[src/rtl/diag_pkg.sv]
// Shared constants for the diagnostic output block and its controller
package diag_pkg;
    // Point layout
    localparam int NPTS = 32;
    localparam int GRP_SIZE = 8;
    localparam int NGRP = NPTS / GRP_SIZE;
    // Clock rate
    localparam int CLK_HZ = 100_000_000;
    // Open-load and over-current persistence, least time 1 ms
    localparam int FILT_US = 1000;
    localparam int FILT_CYC = FILT_US * (CLK_HZ / 1_000_000);
    // Holdoff after a fault, least time 2 s
    localparam int HOLD_MS = 2000;
    localparam int HOLD_CYC = HOLD_MS * (CLK_HZ / 1000);
    // Half period of the active light blink
    localparam int BLINK_MS = 250;
    localparam int BLINK_CYC = BLINK_MS * (CLK_HZ / 1000);
    // Timer width able to hold the holdoff count
    localparam int TMR_W = 28;
    // Controller register offsets
    localparam int ADDR_W = 8;
    localparam logic [7:0] OUT_CMD_OFS = 8'h00;
    localparam logic [7:0] FAULT_OFS = 8'h04;
    localparam logic [7:0] IRQ_STAT_OFS = 8'h08;
    localparam logic [7:0] IRQ_CLR_OFS = 8'h0c;
    localparam logic [7:0] IRQ_EN_OFS = 8'h10;
    localparam logic [7:0] MODE_OFS = 8'h14;
    // Interrupt bit positions
    localparam int IRQ_W = 2;
    localparam int IRQ_FAULT_SET = 0;
    localparam int IRQ_FAULT_CLR = 1;
    // Reset values
    localparam logic [31:0] OUT_CMD_RST = 32'h0000_0000;
    localparam logic [IRQ_W-1:0] IRQ_EN_RST = 2'h0;
    // AXI responses
    localparam logic [1:0] RESP_OKAY = 2'h0;
    localparam logic [1:0] RESP_DECERR = 2'h3;
endpackage

[src/rtl/diag_if.sv]
// Link between the output module and its controller
interface diag_if;
    logic [diag_pkg::NPTS-1:0] out_cmd;
    logic [diag_pkg::NPTS-1:0] fault_flag;
    logic report_mode;
    modport dev (input out_cmd, output fault_flag, output report_mode);
    modport ctl (output out_cmd, input fault_flag, input report_mode);
endinterface

[src/rtl/diag_ctl.sv]
// Controller end: AXI4-Lite registers driving output bits, reading fault flags
module diag_ctl #(
    parameter int HOLD_CYC = diag_pkg::HOLD_CYC,
    parameter int TMR_W = diag_pkg::TMR_W
) (
    input wire logic mclk_i,
    input wire logic rst_n_i,
    diag_if.ctl link,
    input wire logic [diag_pkg::ADDR_W-1:0] awaddr_i,
    input wire logic awvalid_i,
    output logic awready_o,
    input wire logic [31:0] wdata_i,
    input wire logic [3:0] wstrb_i,
    input wire logic wvalid_i,
    output logic wready_o,
    output logic [1:0] bresp_o,
    output logic bvalid_o,
    input wire logic bready_i,
    input wire logic [diag_pkg::ADDR_W-1:0] araddr_i,
    input wire logic arvalid_i,
    output logic arready_o,
    output logic [31:0] rdata_o,
    output logic [1:0] rresp_o,
    output logic rvalid_o,
    input wire logic rready_i,
    output logic irq_o
);
    localparam int N = diag_pkg::NPTS;
    localparam int IW = diag_pkg::IRQ_W;

    if (HOLD_CYC < 1 || HOLD_CYC >= 2 ** TMR_W)
    begin : g_bad_hold
        $error("diag_ctl: HOLD_CYC does not fit TMR_W");
    end

    typedef struct packed {
        logic aw_held;
        logic [diag_pkg::ADDR_W-1:0] awaddr;
        logic w_held;
        logic [31:0] wdata;
        logic [3:0] wstrb;
        logic awready;
        logic wready;
        logic bvalid;
        logic [1:0] bresp;
        logic arready;
        logic rvalid;
        logic [1:0] rresp;
        logic [31:0] rdata;
        logic [N-1:0] cmd;
        logic [N-1:0] prev_flag;
        logic [N-1:0] blk;
        logic [TMR_W-1:0] hold;
        logic [IW-1:0] ist;
        logic [IW-1:0] ien;
        logic irq;
    } ctl_st_t;

    ctl_st_t st_ff;
    ctl_st_t nxt_st;

    // Byte-lane merge of a write into a word
    function automatic logic [31:0] merge(input logic [31:0] old, input logic [31:0] nw,
                                          input logic [3:0] strb);
        for (int b = 0; b < 4; b++)
        begin
            merge[8*b +: 8] = strb[b] ? nw[8*b +: 8] : old[8*b +: 8];
        end
    endfunction

    always_comb
    begin
        logic [N-1:0] fr;
        logic [N-1:0] ff;
        logic [31:0] nw;
        logic [IW-1:0] clr;
        fr = link.fault_flag & ~st_ff.prev_flag;
        ff = ~link.fault_flag & st_ff.prev_flag;
        nw = '0;
        clr = '0;
        nxt_st = st_ff;
        nxt_st.prev_flag = link.fault_flag;
        // Holdoff: faulted points may not be turned on again for 2 s
        if (|fr)
        begin
            nxt_st.hold = TMR_W'(HOLD_CYC);
            nxt_st.blk = st_ff.blk | fr;
        end
        else if (st_ff.hold != '0)
        begin
            nxt_st.hold = st_ff.hold - TMR_W'(1);
        end
        else
        begin
            nxt_st.blk = '0;
        end
        // Address and data taken in either order
        if (awvalid_i && st_ff.awready)
        begin
            nxt_st.aw_held = 1'b1;
            nxt_st.awaddr = awaddr_i;
        end
        if (wvalid_i && st_ff.wready)
        begin
            nxt_st.w_held = 1'b1;
            nxt_st.wdata = wdata_i;
            nxt_st.wstrb = wstrb_i;
        end
        if (st_ff.bvalid && bready_i)
        begin
            nxt_st.bvalid = 1'b0;
        end
        // Write once both halves are held
        if (st_ff.aw_held && st_ff.w_held && !st_ff.bvalid)
        begin
            nxt_st.aw_held = 1'b0;
            nxt_st.w_held = 1'b0;
            nxt_st.bvalid = 1'b1;
            nxt_st.bresp = diag_pkg::RESP_OKAY;
            unique case (st_ff.awaddr)
                diag_pkg::OUT_CMD_OFS:
                begin
                    // Rising bits on blocked points keep their old value
                    nw = merge(st_ff.cmd, st_ff.wdata, st_ff.wstrb);
                    nxt_st.cmd = nw & ~(st_ff.blk & ~st_ff.cmd);
                end
                diag_pkg::IRQ_CLR_OFS: clr = st_ff.wdata[IW-1:0];
                diag_pkg::IRQ_EN_OFS: nxt_st.ien = st_ff.wdata[IW-1:0];
                diag_pkg::FAULT_OFS, diag_pkg::IRQ_STAT_OFS, diag_pkg::MODE_OFS: ;
                default: nxt_st.bresp = diag_pkg::RESP_DECERR;
            endcase
        end
        nxt_st.awready = !nxt_st.aw_held && !nxt_st.bvalid;
        nxt_st.wready = !nxt_st.w_held && !nxt_st.bvalid;
        // Read path, one read at a time
        if (st_ff.rvalid && rready_i)
        begin
            nxt_st.rvalid = 1'b0;
        end
        if (arvalid_i && st_ff.arready)
        begin
            nxt_st.rvalid = 1'b1;
            nxt_st.rresp = diag_pkg::RESP_OKAY;
            nxt_st.rdata = '0;
            unique case (araddr_i)
                diag_pkg::OUT_CMD_OFS: nxt_st.rdata = st_ff.cmd;
                diag_pkg::FAULT_OFS: nxt_st.rdata = link.fault_flag;
                diag_pkg::IRQ_STAT_OFS: nxt_st.rdata[IW-1:0] = st_ff.ist;
                diag_pkg::IRQ_EN_OFS: nxt_st.rdata[IW-1:0] = st_ff.ien;
                diag_pkg::MODE_OFS: nxt_st.rdata[0] = link.report_mode;
                diag_pkg::IRQ_CLR_OFS: ;
                default: nxt_st.rresp = diag_pkg::RESP_DECERR;
            endcase
        end
        nxt_st.arready = !nxt_st.rvalid;
        // Sticky events, a new event wins over the clear
        nxt_st.ist = st_ff.ist & ~clr;
        nxt_st.ist[diag_pkg::IRQ_FAULT_SET] = nxt_st.ist[diag_pkg::IRQ_FAULT_SET] | (|fr);
        nxt_st.ist[diag_pkg::IRQ_FAULT_CLR] = nxt_st.ist[diag_pkg::IRQ_FAULT_CLR] | (|ff);
        nxt_st.irq = |(nxt_st.ist & nxt_st.ien);
    end

    always_ff @(posedge mclk_i or negedge rst_n_i)
    begin
        if (!rst_n_i)
        begin
            st_ff <= '0;
            st_ff.cmd <= diag_pkg::OUT_CMD_RST;
            st_ff.ien <= diag_pkg::IRQ_EN_RST;
            st_ff.awready <= 1'b1;
            st_ff.wready <= 1'b1;
            st_ff.arready <= 1'b1;
        end
        else
        begin
            st_ff <= nxt_st;
        end
    end

    // Outputs straight from the state register
    assign awready_o = st_ff.awready;
    assign wready_o = st_ff.wready;
    assign bvalid_o = st_ff.bvalid;
    assign bresp_o = st_ff.bresp;
    assign arready_o = st_ff.arready;
    assign rvalid_o = st_ff.rvalid;
    assign rresp_o = st_ff.rresp;
    assign rdata_o = st_ff.rdata;
    assign irq_o = st_ff.irq;
    assign link.out_cmd = st_ff.cmd;
endmodule

[src/flat_wrapper.sv]
// flat-port wrapper written by rule: the top's interface ports become plain ports
module diag_ctl_flat 
#(
    parameter int HOLD_CYC = diag_pkg::HOLD_CYC,
    parameter int TMR_W = diag_pkg::TMR_W
)
  (mclk_i, rst_n_i, awaddr_i, awvalid_i, awready_o, wdata_i, wstrb_i, wvalid_i, wready_o, bresp_o, bvalid_o, bready_i, araddr_i, arvalid_i, arready_o, rdata_o, rresp_o, rvalid_o, rready_i, irq_o, link_out_cmd, link_fault_flag, link_report_mode);
  diag_if link_i ();
  input wire logic mclk_i;
  input wire logic rst_n_i;
  input wire logic [diag_pkg::ADDR_W-1:0] awaddr_i;
  input wire logic awvalid_i;
  output logic awready_o;
  input wire logic [31:0] wdata_i;
  input wire logic [3:0] wstrb_i;
  input wire logic wvalid_i;
  output logic wready_o;
  output logic [1:0] bresp_o;
  output logic bvalid_o;
  input wire logic bready_i;
  input wire logic [diag_pkg::ADDR_W-1:0] araddr_i;
  input wire logic arvalid_i;
  output logic arready_o;
  output logic [31:0] rdata_o;
  output logic [1:0] rresp_o;
  output logic rvalid_o;
  input wire logic rready_i;
  output logic irq_o;
  output wire logic [$bits(link_i.out_cmd)-1:0] link_out_cmd;
  input wire logic [$bits(link_i.fault_flag)-1:0] link_fault_flag;
  input wire logic [$bits(link_i.report_mode)-1:0] link_report_mode;
  assign link_out_cmd = link_i.out_cmd;
  assign link_i.fault_flag = link_fault_flag;
  assign link_i.report_mode = link_report_mode;
  diag_ctl #(.HOLD_CYC(HOLD_CYC), .TMR_W(TMR_W)) u_core (.mclk_i(mclk_i), .rst_n_i(rst_n_i), .link(link_i), .awaddr_i(awaddr_i), .awvalid_i(awvalid_i), .awready_o(awready_o), .wdata_i(wdata_i), .wstrb_i(wstrb_i), .wvalid_i(wvalid_i), .wready_o(wready_o), .bresp_o(bresp_o), .bvalid_o(bvalid_o), .bready_i(bready_i), .araddr_i(araddr_i), .arvalid_i(arvalid_i), .arready_o(arready_o), .rdata_o(rdata_o), .rresp_o(rresp_o), .rvalid_o(rvalid_o), .rready_i(rready_i), .irq_o(irq_o));
endmodule
[config.mk]
export PLATFORM = sky130hd
export DESIGN_NAME = diag_ctl_flat
export DESIGN_NICKNAME = d
export VERILOG_FILES = /design/src/rtl/diag_pkg.sv /design/src/rtl/diag_if.sv /design/src/rtl/diag_ctl.sv /design/src/flat_wrapper.sv
export SDC_FILE = /design/constraint.sdc
export NUM_CORES = 1
export LEC_CHECK = 0
export BUFFER_PORTS_ARGS = -buffer_cell sky130_fd_sc_hd__buf_2
export CORE_ASPECT_RATIO = 0.6
export CORE_MARGIN = 1
export CORE_UTILIZATION = 46
export CTS_CLUSTER_DIAMETER = 40
export DETAILED_ROUTE_END_ITERATION = 12
export PLACE_DENSITY = 0.68
export SYNTH_ARGS = -nofsm -noshare
export SYNTH_HDL_FRONTEND = slang
export SYNTH_SLANG_ARGS = --single-unit
[constraint.sdc]
create_clock -name mclk_i -period 5.05 [get_ports mclk_i]
set_input_delay 0.2525 -clock mclk_i [delete_from_list [all_inputs] [get_ports mclk_i]]
set_output_delay 0.2525 -clock mclk_i [all_outputs]
set_load 0.05 [all_outputs]
==> flow_summary_export.csv, run 1 <==
group,metric,value,unit
logic_synthesis,ys_seq_area_share,57.7,%
clock_tree,clock_path_buffers,3,
power_and_ir_drop,p_leak,5.17,nW
final_layout,fin_area,0.0114,mm^2
worst_setup_path,cp.arrival,3.61,ns
routing,drtIter0Drc,509,
clock_tree,htreeDepth,1,
global_route,grt_pass1_vias,6996,
worst_setup_path,crit_slowest_cell,"nor2_2",
clock_tree,clk_pin_slew,0.06,ns
place,placed_cell_area,0.00990,mm^2
clock_tree,clock-sinks,214,
worst_setup_path,worstPathMaxFanout,16,
final_layout,synthToLayoutAreaGrowth,23.1,%
clock_tree,cts_root_buf,"clkbuf_16",
routing,wl,24100,um
worst_setup_path,cp-startpoint,"u_core.st_ff[5]",
logic_synthesis,syn_inst,853,
logic_synthesis,synth_top_area_share,56.9,%
worst_setup_path,crit_chain,"inv_1 -> ha_1 -> or4b_1 -> or3_1 -> or3_1 -> nor2_2 -> buf_4 -> nor2_1",
worst_setup_path,cpMostUsedCell,"or3_1",
worst_setup_path,r2r-start,"u_core.st_ff[5]",
clock_tree,cts_resized,0,
die,rows,39,
final_layout,multi_input_area,0.00314,mm^2
routing,via_count,6962,
worst_setup_path,reg2reg_slack,1.82,ns
clock_tree,cts_tree,"built",
worst_setup_path,cp-endpoint,"u_core.st_ff[50]",
place,dp.cells,1194,
routing,drt-pass1-iter-count,4,
routing,via_per_inst,5.30,
logic_synthesis,synth-seq-cells,214,
final_layout,fin_cells,1313,
routing,ant_nets,0,
timing,relSlewSlack,31.1,%
job,max-cap-violations,0,
global_route,grt_pass1_wl,38200,um
final_layout,fill_cells,1648,
clock_tree,cts_buffers,23,
final_layout,layout-drive-gt1-share,25.6,%
timing,period_needed,3.23,ns
place,port-buffer-count,165,
logic_synthesis,yosysWarnings,0,
global_route,grt-ovfl-total,0,
global_route,antenna_found_initial,0,
timing,setup_violations,0,
logic_synthesis,synthArstFlopShare,100,%
final_layout,final_nets,1126,
die,die_w,185,um
logic_synthesis,synth_edf_count,0,
die,start_util,47.9,%
final_layout,diodes,0,
logic_synthesis,syn_avg_cell_area,10.9,um^2
clock_tree,postCtsSetupBuffers,0,
logic_synthesis,synthTopCellsByCount,"211 x dfrtp_1, 182 x nor2_1, 68 x buf_4",
logic_synthesis,synth_nets,947,
logic_synthesis,yosysMostFrequentCell,"dfrtp_1",
timing,finalHoldViolations,0,
die,core_area,0.0194,mm^2
timing,period_share,64.0,%
clock_tree,clock_latency,0.51,ns
routing,wl_per_cell,18.3,um
final_layout,seq_area,0.00536,mm^2
place,place_hpwl,16100,um
power_and_ir_drop,power.total,4.79,mW
logic_synthesis,ys.flop_type,"dfrtp_1",
worst_setup_path,worstSetupStartpointType,"register",
logic_synthesis,yosysTopAreaCell,"dfrtp_1",
power_and_ir_drop,peakVddDrop,0.480,mV
timing,fin_skew,0.0150,ns
die,ios,166,
global_route,grt_usage,23.8,%
worst_setup_path,worstPathRequired,5.43,ns
clock_tree,cts_hold_buffers,78,
power_and_ir_drop,power_density,419,mW/mm^2
worst_setup_path,regToRegEndpoint,"u_core.st_ff[50]",
routing,drcViolationCount,0,
hold_path,hold_class,"primary input to register",
logic_synthesis,synth_area,0.00928,mm^2
die,die_h,112,um
timing,tns,0,ns
logic_synthesis,yosysUniqueCellTypes,51,
logic_synthesis,synth_area_leaders,"dfrtp_1 57%, nor2_1 7.4%, mux2_2 5.6%",
timing,whs,0.0259,ns
outcome,outcome,"finished clean",
timing,rsz0062_at_grt,"no",
timing,tightest_slew,1.03,ns
timing,slew_violations,0,
worst_setup_path,critPathMaxStageDelay,0.60,ns
global_route,grt_max_degree,133,
place,place.gp.congestion,0.828,
worst_setup_path,ff2ff_path_depth,8,
worst_setup_path,setup.worst_path.class,"register to register",
die,die_area,0.0208,mm^2
timing,max_freq,0.310,GHz
worst_setup_path,cp-end-kind,"register",
-- worst max-delay path, delay by kind of cell, from the launching register on --
| family | cells | cell delay (ns) |
|---|---|---|
| and+or+nand+nor | 5 | 2.07 |
| adders and majority gates | 1 | 0.14 |
| DFF | 1 | 0.42 |
| buffers and inverters | 2 | 0.46 |
-- report_power, final --
| part | switching, mW | internal, mW | total [mW] |
|---|---|---|---|
| combinational | 0.586 | 0.373 | 0.959 |
| sequential | 0.164 | 2.00 | 2.17 |
| clock | 0.686 | 0.980 | 1.67 |
| total | 1.44 | 3.36 | 4.79 |
-- sequential cells by signal, summed over array words and instances (netlist names) --
| signal | flops |
|---|---|
| u_core.wready_o | 1 |
| u_core.irq_o | 1 |
| u_core.bresp_o | 1 |
| u_core.rresp_o | 1 |
| u_core.bvalid_o | 1 |
| u_core.st_ff | 142 |
| u_core.rvalid_o | 1 |
| u_core.arready_o | 1 |
| u_core.rdata_o | 32 |
| u_core.awready_o | 1 |
| u_core.link.out_cmd | 32 |
-- per-stage QoR --
| step | util, % | setup WS [ns] |
|---|---|---|
| after CTS | 58.9 | 1.83 |
| after detailed placement | 51.1 | 1.86 |
| final | 59.0 | 1.82 |
| after global placement | 51.1 | 1.96 |
| after global routing | 59.0 | 1.60 |
| after floorplan | - | 2.69 |
-- placed cells by master, fill, tap and decap left out, types with 3 or more instances in the layout --
| cell | instances |
|---|---|
| buf_2 | 164 |
| clkbuf_1 | 7 |
| o31ai_1 | 4 |
| o22ai_1 | 8 |
| or3_1 | 6 |
| nand2_1 | 21 |
| nand2b_1 | 9 |
| mux2_2 | 46 |
| buf_4 | 11 |
| inv_6 | 3 |
| a31oi_1 | 3 |
| xnor2_1 | 6 |
| nor3_1 | 12 |
| nand3_1 | 9 |
| dfstp_2 | 3 |
| dfrtp_1 | 211 |
| and3_1 | 3 |
| a221oi_1 | 38 |
| nor2_1 | 181 |
| nor4_1 | 11 |
| nor2b_1 | 35 |
| dlygate4sd3_1 | 79 |
| clkbuf_16 | 23 |
| inv_1 | 39 |
| a21oi_1 | 11 |
| o21ai_0 | 10 |
| nand4_1 | 6 |
| o22a_1 | 32 |
| xor2_1 | 14 |
-- per-layer routing --
metal / wire length (um) / global-route usage [%]
met1: 12100 / 38.0
met2: 10100 / 34.3
met3: 1580 / 4.06
met4: 282 / 3.75
met5: 0 / 0
-- cells by family after synthesis --
family,after synthesis,share of synthesized area (%)
AO/OA/AOI/OAI,114,9.56
XOR/XNOR,20,1.89
multiplexers,48,5.93
adder cells (fa/ha/maj),2,0.269
flip-flops,214,57.7
buffers and inverters,140,8.61
AND/OR/NAND/NOR,315,16.0
-- worst min path at each step --
stage | depth (start not counted) | to | start
floorplan | 0 | u_core.bresp_o[0] | rst_n_i
global placement | 1 | u_core.st_ff[77] | link_fault_flag[12]
detailed placement | 1 | u_core.st_ff[77] | link_fault_flag[12]
CTS | 2 | u_core.st_ff[190] | wdata_i[16]
global route | 3 | u_core.awready_o | awvalid_i
finish | 3 | u_core.awready_o | awvalid_i
-- layout make-up --
| type | instances | share of cell area [%] |
|---|---|---|
| tap | 266 | 2.91 |
| multi-input combinational | 499 | 27.5 |
| clock inverter | 8 | 0.963 |
| inverter | 39 | 1.28 |
| sequential | 214 | 46.9 |
| timing repair buffer | 255 | 15.0 |
| clock buffer | 32 | 5.51 |
Note: power is estimated with default switching activity, not from simulation.
==> run 2, diff against run 1 <==
clock period = 3.1 ns   (was 5.05 ns; I/O delays follow)
==> flow_summary_export.csv, run 2 (synthesis results as in run 1) <==
group,metric,value,unit
outcome,outcome,"finished clean",
timing,tns,0,ns
timing,tightest_slew,1.01,ns
die,die_area,0.0208,mm^2
final_layout,final_core_util,59.7,%
timing,relSlewSlack,32.6,%
power_and_ir_drop,power_density,688,mW/mm^2
clock_tree,cts_hold_buffers,82,
final_layout,regMostFlops,"u_core.st_ff",
worst_setup_path,worstPathMaxFanout,30,
power_and_ir_drop,p_leak,5.25,nW
timing,finalHoldViolations,0,
global_route,grt-ovfl-total,0,
place,dp.cells,1199,
routing,drt-pass1-iter-count,4,
clock_tree,cts_tree,"built",
routing,ant_nets,0,
worst_setup_path,worstPathRequired,3.48,ns
routing,wl,23800,um
final_layout,final_cell_mix,"211 x dfrtp_1, 181 x nor2_1, 164 x buf_2",
final_layout,diodes,0,
clock_tree,htreeDepth,1,
die,ios,166,
clock_tree,cts_root_buf,"clkbuf_16",
routing,drcViolationCount,0,
global_route,grt_pass1_vias,6846,
worst_setup_path,cp-end-kind,"register",
timing,slew_violations,0,
clock_tree,clock-sinks,214,
clock_tree,clk_pin_slew,0.06,ns
timing,period_share,88.8,%
timing,rsz0062_at_grt,"no",
final_layout,largest_register_ffs,142,
final_layout,fin_area,0.0116,mm^2
routing,via_count,6914,
global_route,grt_usage,23.5,%
hold_path,hold_class,"primary input to register",
worst_setup_path,ff2ff_path_depth,8,
hold_path,min_path_cells,4,
clock_tree,clock_latency,0.50,ns
final_layout,fin_cells,1324,
die,start_util,47.9,%
place,place_hpwl,16200,um
die,die_w,185,um
die,core_area,0.0194,mm^2
worst_setup_path,worstSetupStartpointType,"register",
worst_setup_path,cp.arrival,3.13,ns
die,rows,39,
place,place.gp.congestion,0.845,
place,placed_cell_area,0.00995,mm^2
global_route,grt_pass1_wl,37800,um
final_layout,final_nets,1135,
routing,wl_per_cell,18.0,um
place,port-buffer-count,165,
clock_tree,clock_path_buffers,3,
power_and_ir_drop,power.total,7.97,mW
timing,setup_violations,0,
final_layout,synthToLayoutAreaGrowth,24.6,%
global_route,grt_max_degree,85,
die,die_h,112,um
routing,drtIter0Drc,405,
global_route,antenna_found_initial,1,
timing,max_freq,0.363,GHz
timing,fin_skew,0.00680,ns
clock_tree,postCtsSetupBuffers,0,
final_layout,layout-drive-gt1-share,26.4,%
job,max-cap-violations,0,
clock_tree,cts_resized,0,
worst_setup_path,setup.worst_path.class,"register to register",
final_layout,final_common_cell,"dfrtp_1",
routing,via_per_inst,5.22,
power_and_ir_drop,peakVddDrop,0.647,mV
timing,period_needed,2.75,ns
clock_tree,cts_buffers,24,
run 2: changes by cell type in the layout (fill, tap and decap cells not counted):
cell	change
buf_12	+1
buf_4	+4
clkbuf_1	-3
clkbuf_16	+2
clkinv_2	+3
clkinv_4	+2
dlygate4sd3_1	+3
inv_6	-1
run 2: layer usage:
| layer | up-vias | global-route usage, % | wire length [um] |
|---|---|---|---|
| li1 | 3241 | - | - |
| met2 | 230 | 33.4 | 9740 |
| met4 | 0 | 4.41 | 417 |
| met1 | 3409 | 36.9 | 12000 |
| met5 | - | 0 | 0 |
| met3 | 34 | 5.32 | 1670 |
run 2: final timing paths:
kind,startpoint,endpoint,slack [ns]
worst max-delay path,u_core.st_ff[5],u_core.st_ff[35],0.35
worst min-delay path,araddr_i[6],u_core.rdata_o[0],0.07
worst max register to register,u_core.st_ff[5],u_core.st_ff[35],0.35
worst min register to register,u_core.rdata_o[1],u_core.rdata_o[1],0.48
max in group asynchronous,rst_n_i,u_core.arready_o,1.95
min in group asynchronous,rst_n_i,u_core.rdata_o[17],0.24
run 2: final cells by class:
class                           instances  area (um^2)
Sequential cell                       214         5360
Timing Repair Buffer                  263         1790
Fill cell                            1625         7800
Inverter                               39          146
Multi-Input combinational cell        499         3140
Tap cell                              266          333
Clock buffer                           31          668
Clock inverter                         12          134
run 2: where the power goes:
| group | total (mW) | internal, mW | switching, mW |
|---|---|---|---|
| Clock | 2.86 | 1.70 | 1.16 |
| Combinational | 1.58 | 0.622 | 0.954 |
| Sequential | 3.53 | 3.26 | 0.266 |
run 2: through the flow:
step,hold slack [ns],worst slack (ns)
floorplan,-0.141,0.742
global placement,0.203,0.435
detailed placement,0.202,0.388
CTS,0.0563,0.354
global route,0.0941,0.206
finish,0.0714,0.346
run 2: worst max-delay path, stage by stage (launching register included):
cell     delay, ns
dfrtp_1       0.41
inv_1         0.10
ha_1          0.13
or4b_1        0.43
or3_1         0.34
or3_1         0.58
nor2_2        0.16
buf_4         0.36
nor2_1        0.11
==> run 3, diff against run 2 <==
CORE_ASPECT_RATIO = not set   (was 0.6)
CORE_UTILIZATION = 55   (was 46)
PLACE_DENSITY = 0.79   (was 0.68)
==> flow_summary_export.csv, run 3 (synthesis results as in run 1) <==
group,metric,value,unit
outcome,outcome,"finished clean",
routing,ant_nets,0,
worst_setup_path,cp-end-kind,"register",
clock_tree,clock-sinks,214,
global_route,antenna_found_initial,1,
die,core_area,0.0165,mm^2
power_and_ir_drop,power_density,745,mW/mm^2
routing,drt-pass1-iter-count,5,
hold_path,hold_class,"primary input to register",
place,dp_slack,0.448,ns
job,max-cap-violations,0,
place,placed_cell_area,0.00988,mm^2
global_route,grt-ovfl-total,0,
routing,via_per_inst,5.64,
worst_setup_path,worstPathRequired,3.51,ns
die,die_w,132,um
die,die_h,132,um
place,port-buffer-count,165,
global_route,grt_pass1_vias,7479,
place,place.gp.congestion,0.827,
routing,wl,24500,um
timing,fin_skew,0.0127,ns
routing,wl_per_cell,19.0,um
global_route,grt_max_degree,92,
final_layout,fin_cells,1288,
timing,tightest_slew,1.05,ns
clock_tree,htreeDepth,1,
timing,setup_violations,0,
worst_setup_path,cp.arrival,3.14,ns
clock_tree,clock_path_buffers,3,
routing,via_count,7267,
global_route,grt_pass1_wl,39100,um
power_and_ir_drop,power.total,8.77,mW
worst_setup_path,setup.worst_path.class,"register to register",
routing,drcViolationCount,0,
clock_tree,clock_latency,0.53,ns
clock_tree,cts_root_buf,"clkbuf_16",
power_and_ir_drop,peakVddDrop,0.611,mV
worst_setup_path,worstPathMaxFanout,20,
timing,slew_violations,0,
timing,period_needed,2.73,ns
timing,rsz0062_at_grt,"no",
clock_tree,cts_tree,"built",
final_layout,seq_area,0.00536,mm^2
timing,tns,0,ns
die,start_util,56.2,%
die,ios,166,
final_layout,final_cell_mix,"211 x dfrtp_1, 181 x nor2_1, 164 x buf_2",
power_and_ir_drop,p_leak,5.37,nW
timing,period_share,87.9,%
final_layout,final_nets,1138,
final_layout,largest_register_ffs,142,
clock_tree,cts_buffers,29,
timing,fin_ws,0.375,ns
final_layout,multi_input_area,0.00314,mm^2
die,die_area,0.0174,mm^2
clock_tree,postCtsSetupBuffers,0,
clock_tree,clk_pin_slew,0.06,ns
place,place_hpwl,15100,um
final_layout,final_core_util,71.2,%
timing,finalHoldViolations,0,
die,rows,47,
final_layout,fill_cells,1063,
worst_setup_path,worstSetupStartpointType,"register",
final_layout,fin_area,0.0118,mm^2
final_layout,regMostFlops,"u_core.st_ff",
timing,relSlewSlack,30.0,%
routing,drtIter0Drc,577,
timing,whs,0.0121,ns
final_layout,final_common_cell,"dfrtp_1",
final_layout,layout-drive-gt1-share,27.2,%
timing,max_freq,0.367,GHz
place,dp.cells,1151,
global_route,grt_usage,28.7,%
final_layout,synthToLayoutAreaGrowth,26.8,%
## run 3: worst paths after layout
kind	slack [ns]	start	depth (start not counted)	to
max reg2reg	0.37	u_core.st_ff[5]	8	u_core.st_ff[52]
min	0.01	araddr_i[3]	3	u_core.rresp_o[0]
min reg2reg	0.48	u_core.rdata_o[0]	2	u_core.rdata_o[0]
max in group asynchronous	2.01	rst_n_i	3	u_core.arready_o
max	0.37	u_core.st_ff[5]	8	u_core.st_ff[52]
min in group asynchronous	0.26	rst_n_i	2	u_core.rdata_o[9]
## run 3: area by class of cell
| cell class | count | share of cell area, % |
|---|---|---|
| clock buffer | 33 | 6.46 |
| tap | 220 | 2.34 |
| multi-input combinational | 499 | 26.7 |
| clock inverter | 21 | 2.65 |
| antenna | 1 | 0.0213 |
| sequential | 214 | 45.5 |
| inverter | 39 | 1.24 |
| timing repair buffer | 261 | 15.1 |
## run 3: critical path: stages (launching register included)
cell,delay [ns]
dfrtp_1,0.43
inv_1,0.10
ha_1,0.14
or4b_1,0.43
or3_1,0.35
or3_1,0.58
nor2_2,0.19
buf_4,0.28
nor2_1,0.09
## run 3: timing repair
item | CTS | global route
hold buffers | 82 | 0
resized for setup | 0 | 0
hold endpoints to repair | 197 | 0
## run 3: power breakdown
part	internal (mW)	switching (mW)	leakage (nW)
sequential	3.26	0.280	2.50
combinational	0.624	0.975	2.35
clock	2.30	1.33	0.521
total	6.19	2.58	5.37
## run 3: routing by layer
metal,vias up,part of all wire [%],track usage [%]
met3,67,7.0,5.19
met5,-,0,0
met2,362,47,45.4
met1,3573,43,39.3
li1,3265,-,-
met4,0,3.9,12.3
